==> config.mk <==
export PLATFORM = sky130hd
export DESIGN_NAME = tbd_core
export DESIGN_NICKNAME = d
export VERILOG_FILES = /design/src/logic/tbd_pkg.sv /design/src/logic/tbd_core.sv /design/src/logic/tbd_match.sv
export SDC_FILE = /design/constraint.sdc
export NUM_CORES = 1
export LEC_CHECK = 0
export BUFFER_PORTS_ARGS = -buffer_cell sky130_fd_sc_hd__buf_2
export CAP_MARGIN = 5
export CORE_UTILIZATION = 45
export DETAILED_ROUTE_END_ITERATION = 8
export PLACE_DENSITY = 0.64
export SYNTH_ARGS = -nofsm -noshare
export SYNTH_HDL_FRONTEND = slang
export SYNTH_HIERARCHICAL = 1
export SYNTH_SLANG_ARGS = --single-unit
==> constraint.sdc <==
create_clock -name aclk -period 2.72 [get_ports aclk]
set_input_delay 0.272 -clock aclk [delete_from_list [all_inputs] [get_ports aclk]]
set_output_delay 0.272 -clock aclk [all_outputs]
set_load 0.005 [all_outputs]
==> src/logic/tbd_pkg.sv <==
// package for the thread breakpoint debug block
// assumes a single clock domain and an axi4-lite register master
package tbd_pkg;
   localparam int          ADDR_W          = 32;
   localparam int          OPC_W           = 7;
   localparam int          NUM_BP          = 2;
   // register byte offsets
   localparam logic [7:0]  OFS_BP_ADDR0    = 8'h00;
   localparam logic [7:0]  OFS_BP_ADDR1    = 8'h04;
   localparam logic [7:0]  OFS_BP_OPC      = 8'h08;
   localparam logic [7:0]  OFS_TD_CTL      = 8'h0c;
   localparam logic [7:0]  OFS_CTRL_A      = 8'h10;
   localparam logic [7:0]  OFS_CTRL_B      = 8'h14;
   localparam logic [7:0]  OFS_FLUSH       = 8'h18;
   localparam logic [7:0]  OFS_IRQ_STAT    = 8'h1c;
   localparam logic [7:0]  OFS_IRQ_MASK    = 8'h20;
   // field positions
   localparam int          BIT_TD_BP_EN    = 0;
   localparam int          BIT_TD_FORCE    = 1;
   localparam int          BIT_A_SUPPRESS  = 0;
   localparam int          BIT_A_MASTER    = 1;
   localparam int          BIT_B_BP_EN     = 0;
   localparam int          BIT_B_BP_STAT   = 1;
   localparam int          BIT_OPC_VALID   = 8;
   localparam int          BIT_AV          = 0;
   // interrupt status bits
   localparam int          IRQ_BREAK       = 0;
   localparam int          IRQ_SUPP        = 1;
   localparam int          IRQ_FLUSH       = 2;
   localparam int          IRQ_W           = 3;
   // reset values, bus response codes and other fixed constants
   localparam logic [31:0] RST_ZERO        = 32'h0000_0000;
   localparam logic [1:0]  RESP_OKAY       = 2'b00;
   localparam logic [1:0]  RESP_SLVERR     = 2'b10;
   localparam logic [1:0]  DBG_BREAKPOINT  = 2'h1;
   localparam logic [31:0] SRE_PTR_RST     = 32'h0000_1000;

   typedef struct packed {
      logic              valid;
      logic [ADDR_W-1:0] addr;
      logic [OPC_W-1:0]  opcode;
      logic [1:0]        instr_debug_field;
   } tbd_instr_t;

   typedef struct packed {
      logic       valid;
      logic       snapshot;
   } tbd_dispatch_t;
endpackage : tbd_pkg

==> src/logic/tbd_core.sv <==
// per-thread breakpoint, single-step and code-flush control with axi4-lite registers
// assumes one clock, synchronous active-low reset, and an issue stage that obeys issue_stall
`timescale 1ns/1ns
module tbd_core
   import tbd_pkg::*;
(
   // clock and reset
   input  wire logic                aclk,
   input  wire logic                aresetn,
   // axi4-lite slave
   input  wire logic                s_axi_awvalid,
   output logic                     s_axi_awready,
   input  wire logic [7:0]          s_axi_awaddr,
   input  wire logic                s_axi_wvalid,
   output logic                     s_axi_wready,
   input  wire logic [31:0]         s_axi_wdata,
   input  wire logic [3:0]          s_axi_wstrb,
   output logic                     s_axi_bvalid,
   input  wire logic                s_axi_bready,
   output logic [1:0]               s_axi_bresp,
   input  wire logic                s_axi_arvalid,
   output logic                     s_axi_arready,
   input  wire logic [7:0]          s_axi_araddr,
   output logic                     s_axi_rvalid,
   input  wire logic                s_axi_rready,
   output logic [31:0]              s_axi_rdata,
   output logic [1:0]               s_axi_rresp,
   // thread dispatch
   input  wire tbd_dispatch_t       dispatch,
   // issue stage
   input  wire tbd_instr_t          instr,
   output logic                     issue_ok,
   output logic                     issue_stall,
   // control transfer
   output logic                     redirect_ff,
   output logic [ADDR_W-1:0]        redirect_addr_ff,
   output logic                     prefetch_flush_ff,
   output logic                     cache_flush_ff,
   // interrupt
   output logic                     irq
);
   // --------------------------------------------------------------
   // register storage
   // --------------------------------------------------------------
   logic [NUM_BP-1:0][ADDR_W-1:0] bp_addr_ff;
   logic [NUM_BP-1:0]             bp_addr_vld_ff;
   logic [OPC_W-1:0]              bp_opc_ff;
   logic                          bp_opc_vld_ff;
   logic                          td_bp_en_ff;
   logic                          td_force_ff;
   logic                          suppress_ff;
   logic                          master_ff;
   logic                          thr_bp_en_ff;
   logic                          bp_stat_ff;
   logic [ADDR_W-1:0]             app_ptr_ff;
   logic [IRQ_W-1:0]              irq_stat_ff;
   logic [IRQ_W-1:0]              irq_mask_ff;
   logic                          marked;
   logic                          take_break;
   logic                          do_suppress;
   logic                          master_clr;

   // --------------------------------------------------------------
   // axi4-lite write channel
   // --------------------------------------------------------------
   logic                          aw_ff;
   logic                          w_ff;
   logic [7:0]                    awaddr_ff;
   logic [31:0]                   wdata_ff;
   logic                          wr_go;
   logic                          wr_hit;
   logic [31:0]                   wr_data;

   assign s_axi_awready = !aw_ff && !s_axi_bvalid;
   assign s_axi_wready  = !w_ff && !s_axi_bvalid;
   assign wr_go         = aw_ff && w_ff;
   assign wr_data       = wdata_ff;

   always_ff @(posedge aclk) begin
      if (!aresetn) begin
         aw_ff     <= 1'b0;
         w_ff      <= 1'b0;
         awaddr_ff <= 8'h00;
         wdata_ff  <= RST_ZERO;
      end else if (wr_go) begin
         aw_ff <= 1'b0;
         w_ff  <= 1'b0;
      end else begin
         if (s_axi_awvalid && s_axi_awready) begin
            aw_ff     <= 1'b1;
            awaddr_ff <= s_axi_awaddr;
         end
         if (s_axi_wvalid && s_axi_wready) begin
            w_ff     <= 1'b1;
            // partial writes keep only enabled lanes against zero
            wdata_ff <= s_axi_wdata & {{8{s_axi_wstrb[3]}}, {8{s_axi_wstrb[2]}},
                                       {8{s_axi_wstrb[1]}}, {8{s_axi_wstrb[0]}}};
         end
      end
   end

   always_comb begin
      unique case (awaddr_ff)
         OFS_BP_ADDR0, OFS_BP_ADDR1, OFS_BP_OPC, OFS_TD_CTL,
         OFS_CTRL_A, OFS_CTRL_B, OFS_FLUSH, OFS_IRQ_STAT, OFS_IRQ_MASK: wr_hit = 1'b1;
         default: wr_hit = 1'b0;
      endcase
   end

   always_ff @(posedge aclk) begin
      if (!aresetn) begin
         s_axi_bvalid <= 1'b0;
         s_axi_bresp  <= RESP_OKAY;
      end else if (wr_go) begin
         s_axi_bvalid <= 1'b1;
         s_axi_bresp  <= wr_hit ? RESP_OKAY : RESP_SLVERR;
      end else if (s_axi_bready) begin
         s_axi_bvalid <= 1'b0;
      end
   end

   // --------------------------------------------------------------
   // axi4-lite read channel
   // --------------------------------------------------------------
   assign s_axi_arready = !s_axi_rvalid;

   always_ff @(posedge aclk) begin
      if (!aresetn) begin
         s_axi_rvalid <= 1'b0;
         s_axi_rdata  <= RST_ZERO;
         s_axi_rresp  <= RESP_OKAY;
      end else if (s_axi_arvalid && s_axi_arready) begin
         s_axi_rvalid <= 1'b1;
         s_axi_rresp  <= RESP_OKAY;
         s_axi_rdata  <= RST_ZERO;
         unique case (s_axi_araddr)
            OFS_BP_ADDR0: s_axi_rdata <= bp_addr_ff[0] | ADDR_W'(bp_addr_vld_ff[0]);
            OFS_BP_ADDR1: s_axi_rdata <= bp_addr_ff[1] | ADDR_W'(bp_addr_vld_ff[1]);
            OFS_BP_OPC:   s_axi_rdata <= {23'h0, bp_opc_vld_ff, 1'b0, bp_opc_ff};
            OFS_TD_CTL:   s_axi_rdata <= {30'h0, td_force_ff, td_bp_en_ff};
            OFS_CTRL_A:   s_axi_rdata <= {30'h0, master_ff, suppress_ff};
            OFS_CTRL_B:   s_axi_rdata <= {30'h0, bp_stat_ff, thr_bp_en_ff};
            OFS_FLUSH:    s_axi_rdata <= {31'h0, cache_flush_ff};
            OFS_IRQ_STAT: s_axi_rdata <= {29'h0, irq_stat_ff};
            OFS_IRQ_MASK: s_axi_rdata <= {29'h0, irq_mask_ff};
            default:      s_axi_rresp <= RESP_SLVERR;
         endcase
      end else if (s_axi_rready) begin
         s_axi_rvalid <= 1'b0;
      end
   end

   // --------------------------------------------------------------
   // comparator registers and dispatcher debug controls
   // --------------------------------------------------------------
   // bit 0 of an address register is its valid; instructions are word aligned
   always_ff @(posedge aclk) begin
      if (!aresetn) begin
         bp_addr_ff     <= '0;
         bp_addr_vld_ff <= '0;
         bp_opc_ff      <= '0;
         bp_opc_vld_ff  <= 1'b0;
         td_bp_en_ff    <= 1'b0;
         td_force_ff    <= 1'b0;
      end else if (wr_go) begin
         unique case (awaddr_ff)
            OFS_BP_ADDR0: begin
               bp_addr_ff[0]     <= {wr_data[ADDR_W-1:1], 1'b0};
               bp_addr_vld_ff[0] <= wr_data[BIT_AV];
            end
            OFS_BP_ADDR1: begin
               bp_addr_ff[1]     <= {wr_data[ADDR_W-1:1], 1'b0};
               bp_addr_vld_ff[1] <= wr_data[BIT_AV];
            end
            OFS_BP_OPC: begin
               bp_opc_ff     <= wr_data[OPC_W-1:0];
               bp_opc_vld_ff <= wr_data[BIT_OPC_VALID];
            end
            OFS_TD_CTL: begin
               td_bp_en_ff <= wr_data[BIT_TD_BP_EN];
               td_force_ff <= wr_data[BIT_TD_FORCE];
            end
            default: ;
         endcase
      end
   end

   // --------------------------------------------------------------
   // breakpoint decision
   // --------------------------------------------------------------
   tbd_match u_match (
      .instr       (instr),
      .bp_addr     (bp_addr_ff),
      .bp_addr_vld (bp_addr_vld_ff),
      .bp_opc      (bp_opc_ff),
      .bp_opc_vld  (bp_opc_vld_ff),
      .marked      (marked)
   );

   // a pending step (status still set) counts as an indication too
   logic indicated;
   assign indicated   = instr.valid && !master_ff && (marked || bp_stat_ff);
   assign do_suppress = indicated && thr_bp_en_ff && suppress_ff;
   assign take_break  = indicated && thr_bp_en_ff && !suppress_ff;
   // the instruction is held off in the cycle the break is decided
   assign issue_stall = take_break || master_ff;
   assign issue_ok    = instr.valid && !issue_stall;
   assign master_clr  = wr_go && (awaddr_ff == OFS_CTRL_A) && !wr_data[BIT_A_MASTER];

   // --------------------------------------------------------------
   // thread control register a: suppress and master state
   // --------------------------------------------------------------
   always_ff @(posedge aclk) begin
      if (!aresetn) begin
         suppress_ff <= 1'b0;
         master_ff   <= 1'b0;
      end else begin
         if (take_break) begin
            master_ff <= 1'b1;
         end else if (wr_go && awaddr_ff == OFS_CTRL_A) begin
            master_ff <= wr_data[BIT_A_MASTER];
         end
         // hardware clear after one suppression beats a same-cycle write
         if (do_suppress) begin
            suppress_ff <= 1'b0;
         end else if (wr_go && awaddr_ff == OFS_CTRL_A) begin
            suppress_ff <= wr_data[BIT_A_SUPPRESS];
         end
      end
   end

   // --------------------------------------------------------------
   // thread control register b: enable and break status
   // --------------------------------------------------------------
   always_ff @(posedge aclk) begin
      if (!aresetn) begin
         thr_bp_en_ff <= 1'b0;
         bp_stat_ff   <= 1'b0;
      end else begin
         if (dispatch.valid) begin
            thr_bp_en_ff <= (td_bp_en_ff && dispatch.snapshot) || td_force_ff;
         end else if (wr_go && awaddr_ff == OFS_CTRL_B) begin
            thr_bp_en_ff <= wr_data[BIT_B_BP_EN];
         end
         if (take_break) begin
            bp_stat_ff <= 1'b1;
         end else if (dispatch.valid) begin
            bp_stat_ff <= 1'b0;
         end else if (wr_go && awaddr_ff == OFS_CTRL_B) begin
            bp_stat_ff <= wr_data[BIT_B_BP_STAT];
         end
      end
   end

   // --------------------------------------------------------------
   // control transfer and prefetch discard
   // --------------------------------------------------------------
   always_ff @(posedge aclk) begin
      if (!aresetn) begin
         redirect_ff       <= 1'b0;
         redirect_addr_ff  <= RST_ZERO;
         prefetch_flush_ff <= 1'b0;
         app_ptr_ff        <= RST_ZERO;
      end else begin
         redirect_ff       <= take_break || (master_clr && master_ff);
         prefetch_flush_ff <= take_break || (master_clr && master_ff);
         if (take_break) begin
            app_ptr_ff       <= instr.addr;
            redirect_addr_ff <= SRE_PTR_RST;
         end else if (master_clr && master_ff) begin
            redirect_addr_ff <= app_ptr_ff;
         end
      end
   end

   // cache flush is a one-cycle pulse per write of one
   always_ff @(posedge aclk) begin
      if (!aresetn) begin
         cache_flush_ff <= 1'b0;
      end else begin
         cache_flush_ff <= wr_go && (awaddr_ff == OFS_FLUSH) && wr_data[0];
      end
   end

   // --------------------------------------------------------------
   // interrupts
   // --------------------------------------------------------------
   logic [IRQ_W-1:0] irq_evt;
   logic [IRQ_W-1:0] irq_w1c;
   assign irq_evt = {cache_flush_ff, do_suppress, take_break};
   assign irq_w1c = (wr_go && awaddr_ff == OFS_IRQ_STAT) ? wr_data[IRQ_W-1:0] : '0;

   always_ff @(posedge aclk) begin
      if (!aresetn) begin
         irq_stat_ff <= '0;
         irq_mask_ff <= '0;
      end else begin
         irq_stat_ff <= (irq_stat_ff & ~irq_w1c) | irq_evt;
         if (wr_go && awaddr_ff == OFS_IRQ_MASK) begin
            irq_mask_ff <= wr_data[IRQ_W-1:0];
         end
      end
   end

   assign irq = |(irq_stat_ff & irq_mask_ff);

   // --------------------------------------------------------------
   // checks
   // --------------------------------------------------------------
   break_no_issue_a: assert property (@(posedge aclk) disable iff (!aresetn)
      take_break |-> !issue_ok) else $error("issued on a break");
   field_break_a: assert property (@(posedge aclk) disable iff (!aresetn)
      (instr.valid && instr.instr_debug_field == DBG_BREAKPOINT && thr_bp_en_ff && !suppress_ff && !master_ff)
      |=> master_ff && bp_stat_ff) else $error("field mark missed");
   addr_break_a: assert property (@(posedge aclk) disable iff (!aresetn)
      (instr.valid && bp_addr_vld_ff[0] && instr.addr == bp_addr_ff[0] && thr_bp_en_ff && !suppress_ff
       && !master_ff) |=> redirect_ff) else $error("address mark missed");
   opc_break_a: assert property (@(posedge aclk) disable iff (!aresetn)
      (instr.valid && bp_opc_vld_ff && instr.opcode == bp_opc_ff && thr_bp_en_ff && !suppress_ff
       && !master_ff) |-> take_break) else $error("opcode mark missed");
   enable_gate_a: assert property (@(posedge aclk) disable iff (!aresetn)
      (!thr_bp_en_ff && !master_ff && !(wr_go && awaddr_ff == OFS_CTRL_A)) |=> !master_ff && !redirect_ff)
      else $error("break while disabled");
   dispatch_en_a: assert property (@(posedge aclk) disable iff (!aresetn)
      dispatch.valid |=> thr_bp_en_ff == $past(td_force_ff || (td_bp_en_ff && dispatch.snapshot)))
      else $error("dispatch enable wrong");
   suppress_once_a: assert property (@(posedge aclk) disable iff (!aresetn)
      do_suppress |-> !take_break ##1 !suppress_ff) else $error("suppress not single");
   step_again_a: assert property (@(posedge aclk) disable iff (!aresetn)
      (do_suppress && bp_stat_ff) ##1 (instr.valid && !master_ff && !(wr_go && awaddr_ff == OFS_CTRL_A)
       && thr_bp_en_ff && bp_stat_ff) |-> take_break) else $error("no step break");
   flush_entry_a: assert property (@(posedge aclk) disable iff (!aresetn)
      take_break |=> prefetch_flush_ff && redirect_addr_ff == SRE_PTR_RST) else $error("entry flush missing");
   cache_flush_a: assert property (@(posedge aclk) disable iff (!aresetn)
      (wr_go && awaddr_ff == OFS_FLUSH && wr_data[0]) |=> cache_flush_ff) else $error("cache flush missing");
endmodule : tbd_core

==> src/logic/tbd_match.sv <==
// breakpoint indication decoder for one candidate instruction
// assumes the comparators are loaded from registers in the same clock domain
`timescale 1ns/1ns
module tbd_match
   import tbd_pkg::*;
(
   // candidate instruction
   input  wire tbd_instr_t                      instr,
   // programmed comparators
   input  wire logic [NUM_BP-1:0][ADDR_W-1:0]   bp_addr,
   input  wire logic [NUM_BP-1:0]               bp_addr_vld,
   input  wire logic [OPC_W-1:0]                bp_opc,
   input  wire logic                            bp_opc_vld,
   // result
   output logic                                 marked
);
   logic [NUM_BP-1:0] addr_hit;

   genvar g;
   generate
      for (g = 0; g < NUM_BP; g++) begin : g_addr
         assign addr_hit[g] = bp_addr_vld[g] && (bp_addr[g] == instr.addr);
      end
   endgenerate

   assign marked = instr.valid &&
                   ((instr.instr_debug_field == DBG_BREAKPOINT) ||
                    (|addr_hit) ||
                    (bp_opc_vld && (instr.opcode == bp_opc)));
endmodule : tbd_match

* Word-level counts from Yosys, hierarchy flattened
Index checks and enable logic that the tools add are counted.
W data, S select, Z words.
** Cells by class
- Equality and inequality tests :: 20
- Mux-type cells :: 18
- Bitwise operators :: 9
- Reduce and logical (&&, ||, !) cells :: 60
** Operators with widths (count)
- $pmux W32 S9 :: 1
- $eq A32 B32 Y1 :: 2
- $eq A8 B5 Y1 const B :: 8
- $or A32 B1 Y32 :: 2
- $and A32 B32 Y32 :: 1
- $eq A8 B4 Y1 const B :: 4
- $mux W13 :: 2
- $logic_and A1 B1 Y1 :: 25
- $reduce_or A9 Y1 :: 2
- $eq A8 B3 Y1 const B :: 2
- $eq A8 B6 Y1 const B :: 2
- $logic_not A8 Y1 :: 2
- $mux W1 :: 12
- $reduce_and A2 Y1 :: 6
- $reduce_bool A2 Y1 :: 5
- $logic_not A1 Y1 :: 8
- $reduce_or A2 Y1 :: 4
- $eq A7 B7 Y1 :: 1
- $and A3 B3 Y3 :: 2
- $logic_or A1 B1 Y1 :: 6
- $mux W2 :: 2
- $mux W3 :: 1
- $not A3 Y3 :: 1
- $or A3 B3 Y3 :: 1
- other kinds (4) :: 5
** Storage, ports and cells
- Flip-flop bits (word level) :: 230
- Logic and storage cells :: 135

* Depth between registers and ports, before layout
Gate-level depths: netlist of run 1.
- Depth after elaboration :: 13
- Depth in mapped cells :: 11
- Gate-level depth less buffers :: 9

* Cells and area by module
The synthesis of run 1 kept the hierarchy.
** Modules (own cells, without submodules)
- tbd_core :: instances 1, cells an instance 1056, area each 8876.0 µm², seq. area each 4564.4 µm²
- tbd_match :: instances 1, cells an instance 101, area each 795.8 µm², seq. area each 0.0 µm²

* Least setup slack after synthesis of run 1
No wires, ideal clock.
- Kind :: reg2reg
- From :: register bp_addr_ff[33] (netlist bit)
- To :: register redirect_addr_ff[0]
- Setup time :: 132 ps
- Data arrival time :: 2032 ps
- Data required time :: 2588 ps
- Slack :: 556 ps
- Cell stages (with the launch flop) :: 12
- Cells stage by stage :: dfxtp_1 > xnor2_1 > nand4_1 > nor4_1 > nand3_1 > nand3_1 > o21ai_0 > or3_1 > clkbuf_1 > nand2_1 > clkbuf_1 > a21oi_1
** On the way
- Cells in the longest elaborated chain, start to end :: 11
** RTL lines
- start, declared :: line tbd_core.sv:45 : logic [NUM_BP-1:0][ADDR_W-1:0] bp_addr_ff;
- $eq A32 B32 Y1 :: line tbd_match.sv:22 : assign addr_hit[g] = bp_addr_vld[g] && (bp_addr[g] == instr.addr);
- $logic_and A1 B1 Y1 :: line tbd_match.sv:22
- $reduce_or A2 Y1 :: line tbd_match.sv:28 : (|addr_hit) ||
- $logic_or A1 B1 Y1 :: line tbd_match.sv:27 : ((instr.instr_debug_field == DBG_BREAKPOINT) ||
- $logic_or A1 B1 Y1 :: line tbd_match.sv:28
- $logic_and A1 B1 Y1 :: line tbd_match.sv:26 : assign marked = instr.valid &&
- via marked :: line tbd_core.sv:58 : logic marked;
- $logic_or A1 B1 Y1 :: line tbd_core.sv:202 : assign indicated = instr.valid && !master_ff && (marked || bp_stat_ff);
- $logic_and A1 B1 Y1 :: line tbd_core.sv:202
- $logic_and A1 B1 Y1 (2 in series) :: line tbd_core.sv:204 : assign take_break = indicated && thr_bp_en_ff && !suppress_ff;
- $reduce_or A2 Y1 (no source line)
- end signal, assigned :: line tbd_core.sv:271 : redirect_addr_ff <= app_ptr_ff;
- end, declared :: line tbd_core.sv:36 : output logic [ADDR_W-1:0] redirect_addr_ff,
The timed path passes the listed nets, and every way through them passes these cells.
A chain may end at the register's enable or synchronous reset.

* Worst setup path after layout of run 1
- From :: register bp_addr_ff[35] (netlist bit)
- To :: output port issue_stall
** On the way
- Cells in the longest elaborated chain, start to end :: 11
** RTL lines
- $eq A32 B32 Y1 :: line tbd_match.sv:22
- $logic_and A1 B1 Y1 :: line tbd_match.sv:22
- $reduce_or A2 Y1 :: line tbd_match.sv:28
- $logic_or A1 B1 Y1 :: line tbd_match.sv:27
- $logic_or A1 B1 Y1 :: line tbd_match.sv:28
- $logic_and A1 B1 Y1 :: line tbd_match.sv:26
- via marked :: line tbd_core.sv:58
- $logic_or A1 B1 Y1 :: line tbd_core.sv:202
- $logic_and A1 B1 Y1 :: line tbd_core.sv:202
- $logic_and A1 B1 Y1 (2 in series) :: line tbd_core.sv:204
- $logic_or A1 B1 Y1 :: line tbd_core.sv:206 : assign issue_stall = take_break || master_ff;
- end, declared :: line tbd_core.sv:33 : output logic issue_stall,
The timed path passes the listed nets, and every way through them passes these cells.

==> results of run 1 <==
[kinds of logic (layout without fill, tap and decap cells)]
| family | count (synthesis) | in the layout |
|---|---|---|
| buffers and inverters | 90 | 258 |
| other | 1 | 6 |
| AND/OR/NAND/NOR | 471 | 471 |
| AO/OA/AOI/OAI | 210 | 210 |
| multiplexers | 86 | 86 |
| XOR/XNOR | 71 | 71 |
| flip-flops | 228 | 228 |
[final cells by class]
cell class / count / share of cell area
antenna: 2 / 0.000420
clock inverter: 9 / 0.0133
clock buffer: 33 / 0.0583
multi-input combinational: 842 / 0.411
timing repair buffer: 208 / 0.101
tap: 275 / 0.0289
inverter: 8 / 0.00273
sequential: 228 / 0.385
[per-stage QoR]
stage	power [mW]	setup TNS [ps]	worst slack [ps]	instances	hold WS, ps
final	7.42	-13.8	-13.8	1605	16.7
after global routing	7.67	-71.3	-67.0	1604	16.4
after CTS	7.47	0	0.245	1602	0.262
after detailed placement	3.99	0	253	1552	442
after global placement	3.99	0	262	1552	435
after floorplan	3.77	0	556	1160	376
[how the worst min path moves through the flow]
stage | to | slack (ps)
after detailed placement | redirect_addr_ff[28] | 440
after global routing | awaddr_ff[7] | 20
final | awaddr_ff[7] | 20
after floorplan | bp_stat_ff | 380
after CTS | awaddr_ff[7] | 0.3
after global placement | redirect_addr_ff[30] | 440
[sequential cells by signal (all words and copies together) (netlist names), 2 cells and up]
| name | flops |
|---|---|
| redirect_addr_ff | 32 |
| irq_stat_ff | 3 |
| awaddr_ff | 8 |
| bp_addr_vld_ff | 2 |
| bp_addr_ff | 62 |
| s_axi_rdata | 32 |
| bp_opc_ff | 7 |
| irq_mask_ff | 3 |
| app_ptr_ff | 32 |
| wdata_ff | 32 |
[worst register-to-register path: cells and delay by family (launching register included)]
kind | cells | cell delay [ps]
AO/OA/AOI/OAI | 2 | 130
XOR/XNOR | 1 | 190
buffers and inverters | 2 | 390
flip-flops | 1 | 340
AND/OR/NAND/NOR | 6 | 1300
[repair_timing]
| item | 4_1_cts | 5_1_grt |
|---|---|---|
| hold buffers | 7 | 0 |
| hold endpoints to repair | 7 | 0 |
| resized for setup | 22 | 23 |
| setup buffers | 1 | 1 |
| pin swaps | 1 | 9 |
| setup endpoints to repair | 2 | 2 |
[power by group through the flow]
stage	clock (mW)	sequential, mW	combinational [mW]
2_1_floorplan	0	3.49	0.282
3_3_place_gp	0	3.51	0.480
3_5_place_dp	0	3.51	0.482
4_1_cts	3.53	3.44	0.501
5_1_grt	3.68	3.44	0.551
6_report	3.47	3.44	0.511
[layer usage]
| metal | track usage | wire length [um] | vias up |
|---|---|---|---|
| met3 | 0.0328 | 1430 | 56 |
| met5 | 0 | 0 | - |
| met2 | 0.375 | 12200 | 276 |
| met1 | 0.359 | 13500 | 3985 |
| met4 | 0.0851 | 803 | 0 |
| li1 | - | - | 4217 |
[cell usage in the layout, fill, tap and decap left out, types with 4 or more instances in the layout]
cell type	synthesis	final
and2_1	28	28
xnor2_2	0	18
nand4_1	20	20
bufinv_16	0	4
a21oi_1	155	155
nand2b_1	7	6
buf_2	16	178
o21ai_0	14	13
mux2i_1	84	84
nand3_1	45	44
conb_1	1	4
buf_4	3	17
dlygate4sd3_1	0	7
nor4_1	11	9
buf_12	0	5
nor2_1	55	55
dfxtp_2	0	17
nand2_1	272	272
clkbuf_8	0	6
xor2_1	6	6
dfxtp_1	228	210
o21ai_1	20	20
clkbuf_16	0	24
xnor2_1	65	47
inv_1	7	7
nor3_1	9	9
==> run metrics, run 1 <==
status complete, but fails checks; failing checks negative setup slack; Max Freq 366 MHz; via count 8534; final number of hold-violating endpoints 0; Core Util, Final 0.567; Cells on Worst Hold Path 3; CP peak stage delay 420 ps; filler cell count in the final layout 1946; total wire length 27900 um; core area 0.0210 sq mm; CTS Buf Count 24; Finished Cell Area 0.0119 sq mm; Setup Skew 11.5 ps; Critical Path End Type output pin; final net count 1415; cell with the most instances after synthesis nand2_1; Die Y 149 um; switch share 0.225; die area 0.0221 sq mm; leak pwr 4.87 nW; Clock Power Share 0.468; main combinational cell family by area after synthesis simple AND/OR/NAND/NOR gates; via/cell ratio 5.32; initial antenna violation count 2; Post-synth EDFFs 0; Clock Pin Slew Worst Setup and Hold Paths 60 ps; Avg Inst Size Synth 8.36 sq um; top cells by count, synth 272 x nand2_1, 228 x dfxtp_1, 155 x a21oi_1; die width 149 um; grt ovf 0; routed len/inst 17.4 um; Yosys cell types 54; min cycle time layout 2730 ps; Post-synth ARST share 0; global-route wire length before repair 42600 um; placer congestion estimate 0.922; Synth top area share 0.472; Buf/Inv on CP 1; YS warnings 6; reg2reg path depth 11; placed standard-cell area 0.0108 sq mm; CP startpoint kind flip-flop; Layout area overhead 23.2%; Post-DRT Antenna Nets 0; Skew-Pair Late Insertion Delay 510 ps; mux share of post-synthesis cell area 0.0893; CP Capture Point issue_stall; dominant cells by area after synthesis dfxtp_1 47%, nand2_1 11%, mux2i_1 8.7%; origin of the critical flop-to-flop path bp_addr_ff[35]; part of the cycle the worst path needs 1.01; crit-path max FO 3; Yosys top cell by area dfxtp_1; flip-flop and latch count after synthesis 228; CP delay by family, top simple AND/OR/NAND/NOR gates; # rows 53; clk sinks 228; Compound-Gate Fraction of Synth Area 0.115; Mapped Area 0.00967 sq mm; power density over the cells 623 mW/mm^2; Post-Synthesis Cells 1157; HPWL after DPL 19500 um; final setup fails 1; worst vdd ir 0.000372 V; Clock Tree Buf Depth 3; share of cells above drive strength 1 0.221; iteration-0 DRC count of the detailed router 599; Levels on crit path 9; largest net degree at the start of global routing 52; r2r setup slk 260 ps; initial core utilization 0.460; Setup WS post-layout -13.8 ps; Synth Area in Adders 0; post-synthesis simple-gate area fraction 0.218; Critical Path Slowest Stage Cell or3_4; Synth Flop Type dfxtp_1; I/O pin total 182; clk root buf clkbuf_16; Hold Path Class in2reg; Arrival @ worst endpoint 2460 ps; H-Tree Depth 1; port bufs 179; switching power 1.67 mW; Internal 5.75 mW; combinational fraction of design power 0.069; multi-input logic area 0.00489 sq mm; critical path class reg2out; Worst Setup SP bp_addr_ff[35]; CTS tree done; GRT Total Usage 0.247; final slew viol count 0; RSZ-0062 raised after global routing true; register area share after synthesis 0.472; min-delay src s_axi_awaddr[7]; sequential fraction of design power 0.463; DRT Pass-1 Iters 5; CP Cell Sequence xnor2_2 -> nand4_1 -> nor4_2 -> nand3_1 -> nand3_2 -> o21ai_2 -> or3_4 -> nand2b_4 -> buf_6; vias in the first global route 7712; Slew headroom 0.547; worst slew pin tran 674 ps; max_cap viols 0; xor and xnor area share after synthesis 0.0643; r2r endpoint app_ptr_ff[27]; # DRC 0; Register Area 0.00459 sq mm; Worst EP required 2450 ps
Note: power is estimated with default switching activity, not from simulation.
==> inputs of run 2 (changes only) <==
--- a/config.mk
+++ b/config.mk
@@ -10,6 +10,7 @@
 export CORE_UTILIZATION = 45
 export DETAILED_ROUTE_END_ITERATION = 8
 export PLACE_DENSITY = 0.64
+export RECOVER_POWER = 50
 export SYNTH_ARGS = -nofsm -noshare
 export SYNTH_HDL_FRONTEND = slang
 export SYNTH_HIERARCHICAL = 1
==> run 2 against run 1 <==
Effect of this change:
- the run still ends with negative setup slack left
- highest routed layer unchanged
- critical path type unchanged
- routed wire length increased by 0.32%
- first-iteration DRC count down 3.2%
- largest cell class unchanged
- maximum frequency up 0.37%
- flip-flop and latch count did not move
- clock power about the same
- critical path depth stayed put
==> run metrics, run 2 (synthesized netlist as in run 1, its figures left out) <==
part of the cycle the worst path needs 1.00 (-0.00373); total wire length 28000 um (+0.32%); via/cell ratio 5.35 (+0.64%); Levels on crit path 9 (unchanged); Die Y 149 um (unchanged); I/O pin total 182 (unchanged); Worst Setup SP bp_addr_ff[22]; Post-DRT Antenna Nets 0 (unchanged); Skew-Pair Late Insertion Delay 520 ps (about the same); final net count 1415 (unchanged); power density over the cells 626 mW/mm^2 (+0.47%); CP startpoint kind flip-flop; r2r setup slk 260 ps (about the same); Hold Path Class in2reg; Clock Pin Slew Worst Setup and Hold Paths 60 ps (about the same); vias in the first global route 7712 (unchanged); status complete, but fails checks; worst vdd ir 0.000374 V (+0.52%); HPWL after DPL 19500 um (unchanged); final setup fails 1 (unchanged); die area 0.0221 sq mm (unchanged); die width 149 um (unchanged); min-delay src s_axi_awaddr[7]; Buf/Inv on CP 1 (unchanged); failing checks negative setup slack; initial antenna violation count 2 (unchanged); placer congestion estimate 0.922 (unchanged); routed len/inst 17.5 um (+0.32%); share of cells above drive strength 1 0.190 (-0.0309); Critical Path End Type output pin; Finished Cell Area 0.0119 sq mm (-0.46%); placed standard-cell area 0.0108 sq mm (unchanged); CTS tree done; RSZ-0062 raised after global routing true; number of flip-flops under the largest register name 62 (unchanged); grt ovf 0 (unchanged); iteration-0 DRC count of the detailed router 580 (-3.2%); Slew headroom 0.0290 (-0.518); DRT Pass-1 Iters 5 (unchanged); clk root buf clkbuf_16; most common cell after layout, fill and taps aside nand2_1; H-Tree Depth 1 (unchanged); CP delay by family, top simple AND/OR/NAND/NOR gates; met1 usage 0.359 (unchanged); final slew viol count 0 (unchanged); global-route wire length before repair 42600 um (unchanged); CP peak stage delay 420 ps (about the same); CP Capture Point issue_stall; leak pwr 4.71 nW (-3.3%); Core Util, Final 0.564 (-0.00262); filler cell count in the final layout 1954 (+0.41%); Biggest register bp_addr_ff; via count 8589 (+0.64%); final number of hold-violating endpoints 0 (unchanged); initial core utilization 0.460 (unchanged); min cycle time layout 2720 ps (-10.2 ps); Setup Skew 11.6 ps (+0.147 ps); worst slew pin tran 1460 ps (+783 ps); Arrival @ worst endpoint 2450 ps (about the same); critical path class reg2out; CTS Buf Count 24 (unchanged); r2r endpoint app_ptr_ff[27]; Max Freq 367 MHz (+0.37%); Clock Tree Buf Depth 3 (unchanged); origin of the critical flop-to-flop path bp_addr_ff[22]; global routing's busiest layer met2; reg2reg path depth 11 (unchanged); largest net degree at the start of global routing 52 (unchanged); crit-path max FO 3 (unchanged); Setup WS post-layout -3.68 ps (+10.2 ps); max_cap viols 0 (unchanged); Critical Path Slowest Stage Cell or3_4; CP Cell Sequence xnor2_2 -> nand4_1 -> nor4_2 -> nand3_1 -> nand3_2 -> o21ai_2 -> or3_4 -> nand2b_4 -> buf_6; clk sinks 228 (unchanged); commonest non-fill, non-tap cells in the layout 272 x nand2_1, 210 x dfxtp_1, 155 x a21oi_1, 138 x buf_2, 84 x mux2i_1; GRT Total Usage 0.247 (unchanged); # DRC 0 (unchanged); core area 0.0210 sq mm (unchanged); # rows 53 (unchanged); Layout area overhead 22.7%; Worst EP required 2450 ps (about the same); GR Util met2 0.375 (unchanged); port bufs 179 (unchanged); grt met3 use 0.0328 (unchanged)
-- run 2: changes by cell type in the layout (fill, tap and decap cells not counted), moves of 2 or more --
cell | before | now
clkbuf_2 | 0 | 2
and2_0 | 0 | 2
o21ai_1 | 20 | 7
clkbuf_1 | 3 | 41
and2_1 | 28 | 26
buf_2 | 178 | 138
o21ai_0 | 13 | 26
-- run 2: worst min path at each step --
stage          cells after the start  slack [ps]                   end
6_report                           3          20          awaddr_ff[7]
3_3_place_gp                       2         440  redirect_addr_ff[30]
5_1_grt                            3          20          awaddr_ff[7]
4_1_cts                            3         0.3          awaddr_ff[7]
3_5_place_dp                       2         440  redirect_addr_ff[28]
2_1_floorplan                      1         380            bp_stat_ff
-- run 2: worst min-delay path: stages --
cell	delay [ps]
buf_2	100
nand2_1	60
a21oi_1	50
-- run 2: timing repair --
item	4_1_cts	5_1_grt
hold endpoints to repair	7	0
pin swaps	1	9
cloned	0	0
hold buffers	7	0
setup buffers	1	1
resized for setup	22	23
setup endpoints to repair	2	2
-- run 2: cell type report --
cell class	count	area (sq um)	share of cell area
clock buffer	33	694	0.0585
sequential	228	4590	0.387
multi-input combinational	842	4890	0.412
antenna	2	5.00	0.000422
tap	275	344	0.0290
clock inverter	9	159	0.0134
inverter	8	32.5	0.00274
timing repair buffer	208	1150	0.0968
-- run 2: metal layers --
| metal | up-vias | wire (um) |
|---|---|---|
| li1 | 4216 | - |
| met1 | 4043 | 13400 |
| met2 | 272 | 12300 |
| met3 | 58 | 1520 |
| met4 | 0 | 841 |
| met5 | - | 0 |
-- run 2: report_power, final --
group          switching (mW)  leakage, nW  internal (mW)
clock network            1.32        0.418           2.16
logic                   0.307         2.44          0.202
registers              0.0528         1.85           3.38
-- run 2: per-stage QoR --
| step | hold WS (ps) | total power [mW] | TNS [ps] | std cells | setup WS, ps |
|---|---|---|---|---|---|
| global route | 16.4 | 7.67 | -71.3 | 1604 | -67.0 |
| floorplan | 376 | 3.77 | 0 | 1160 | 556 |
| finish | 16.0 | 7.42 | -3.68 | 1605 | -3.68 |
| global placement | 435 | 3.99 | 0 | 1552 | 262 |
| CTS | 0.262 | 7.47 | 0 | 1602 | 0.245 |
| detailed placement | 442 | 3.99 | 0 | 1552 | 253 |
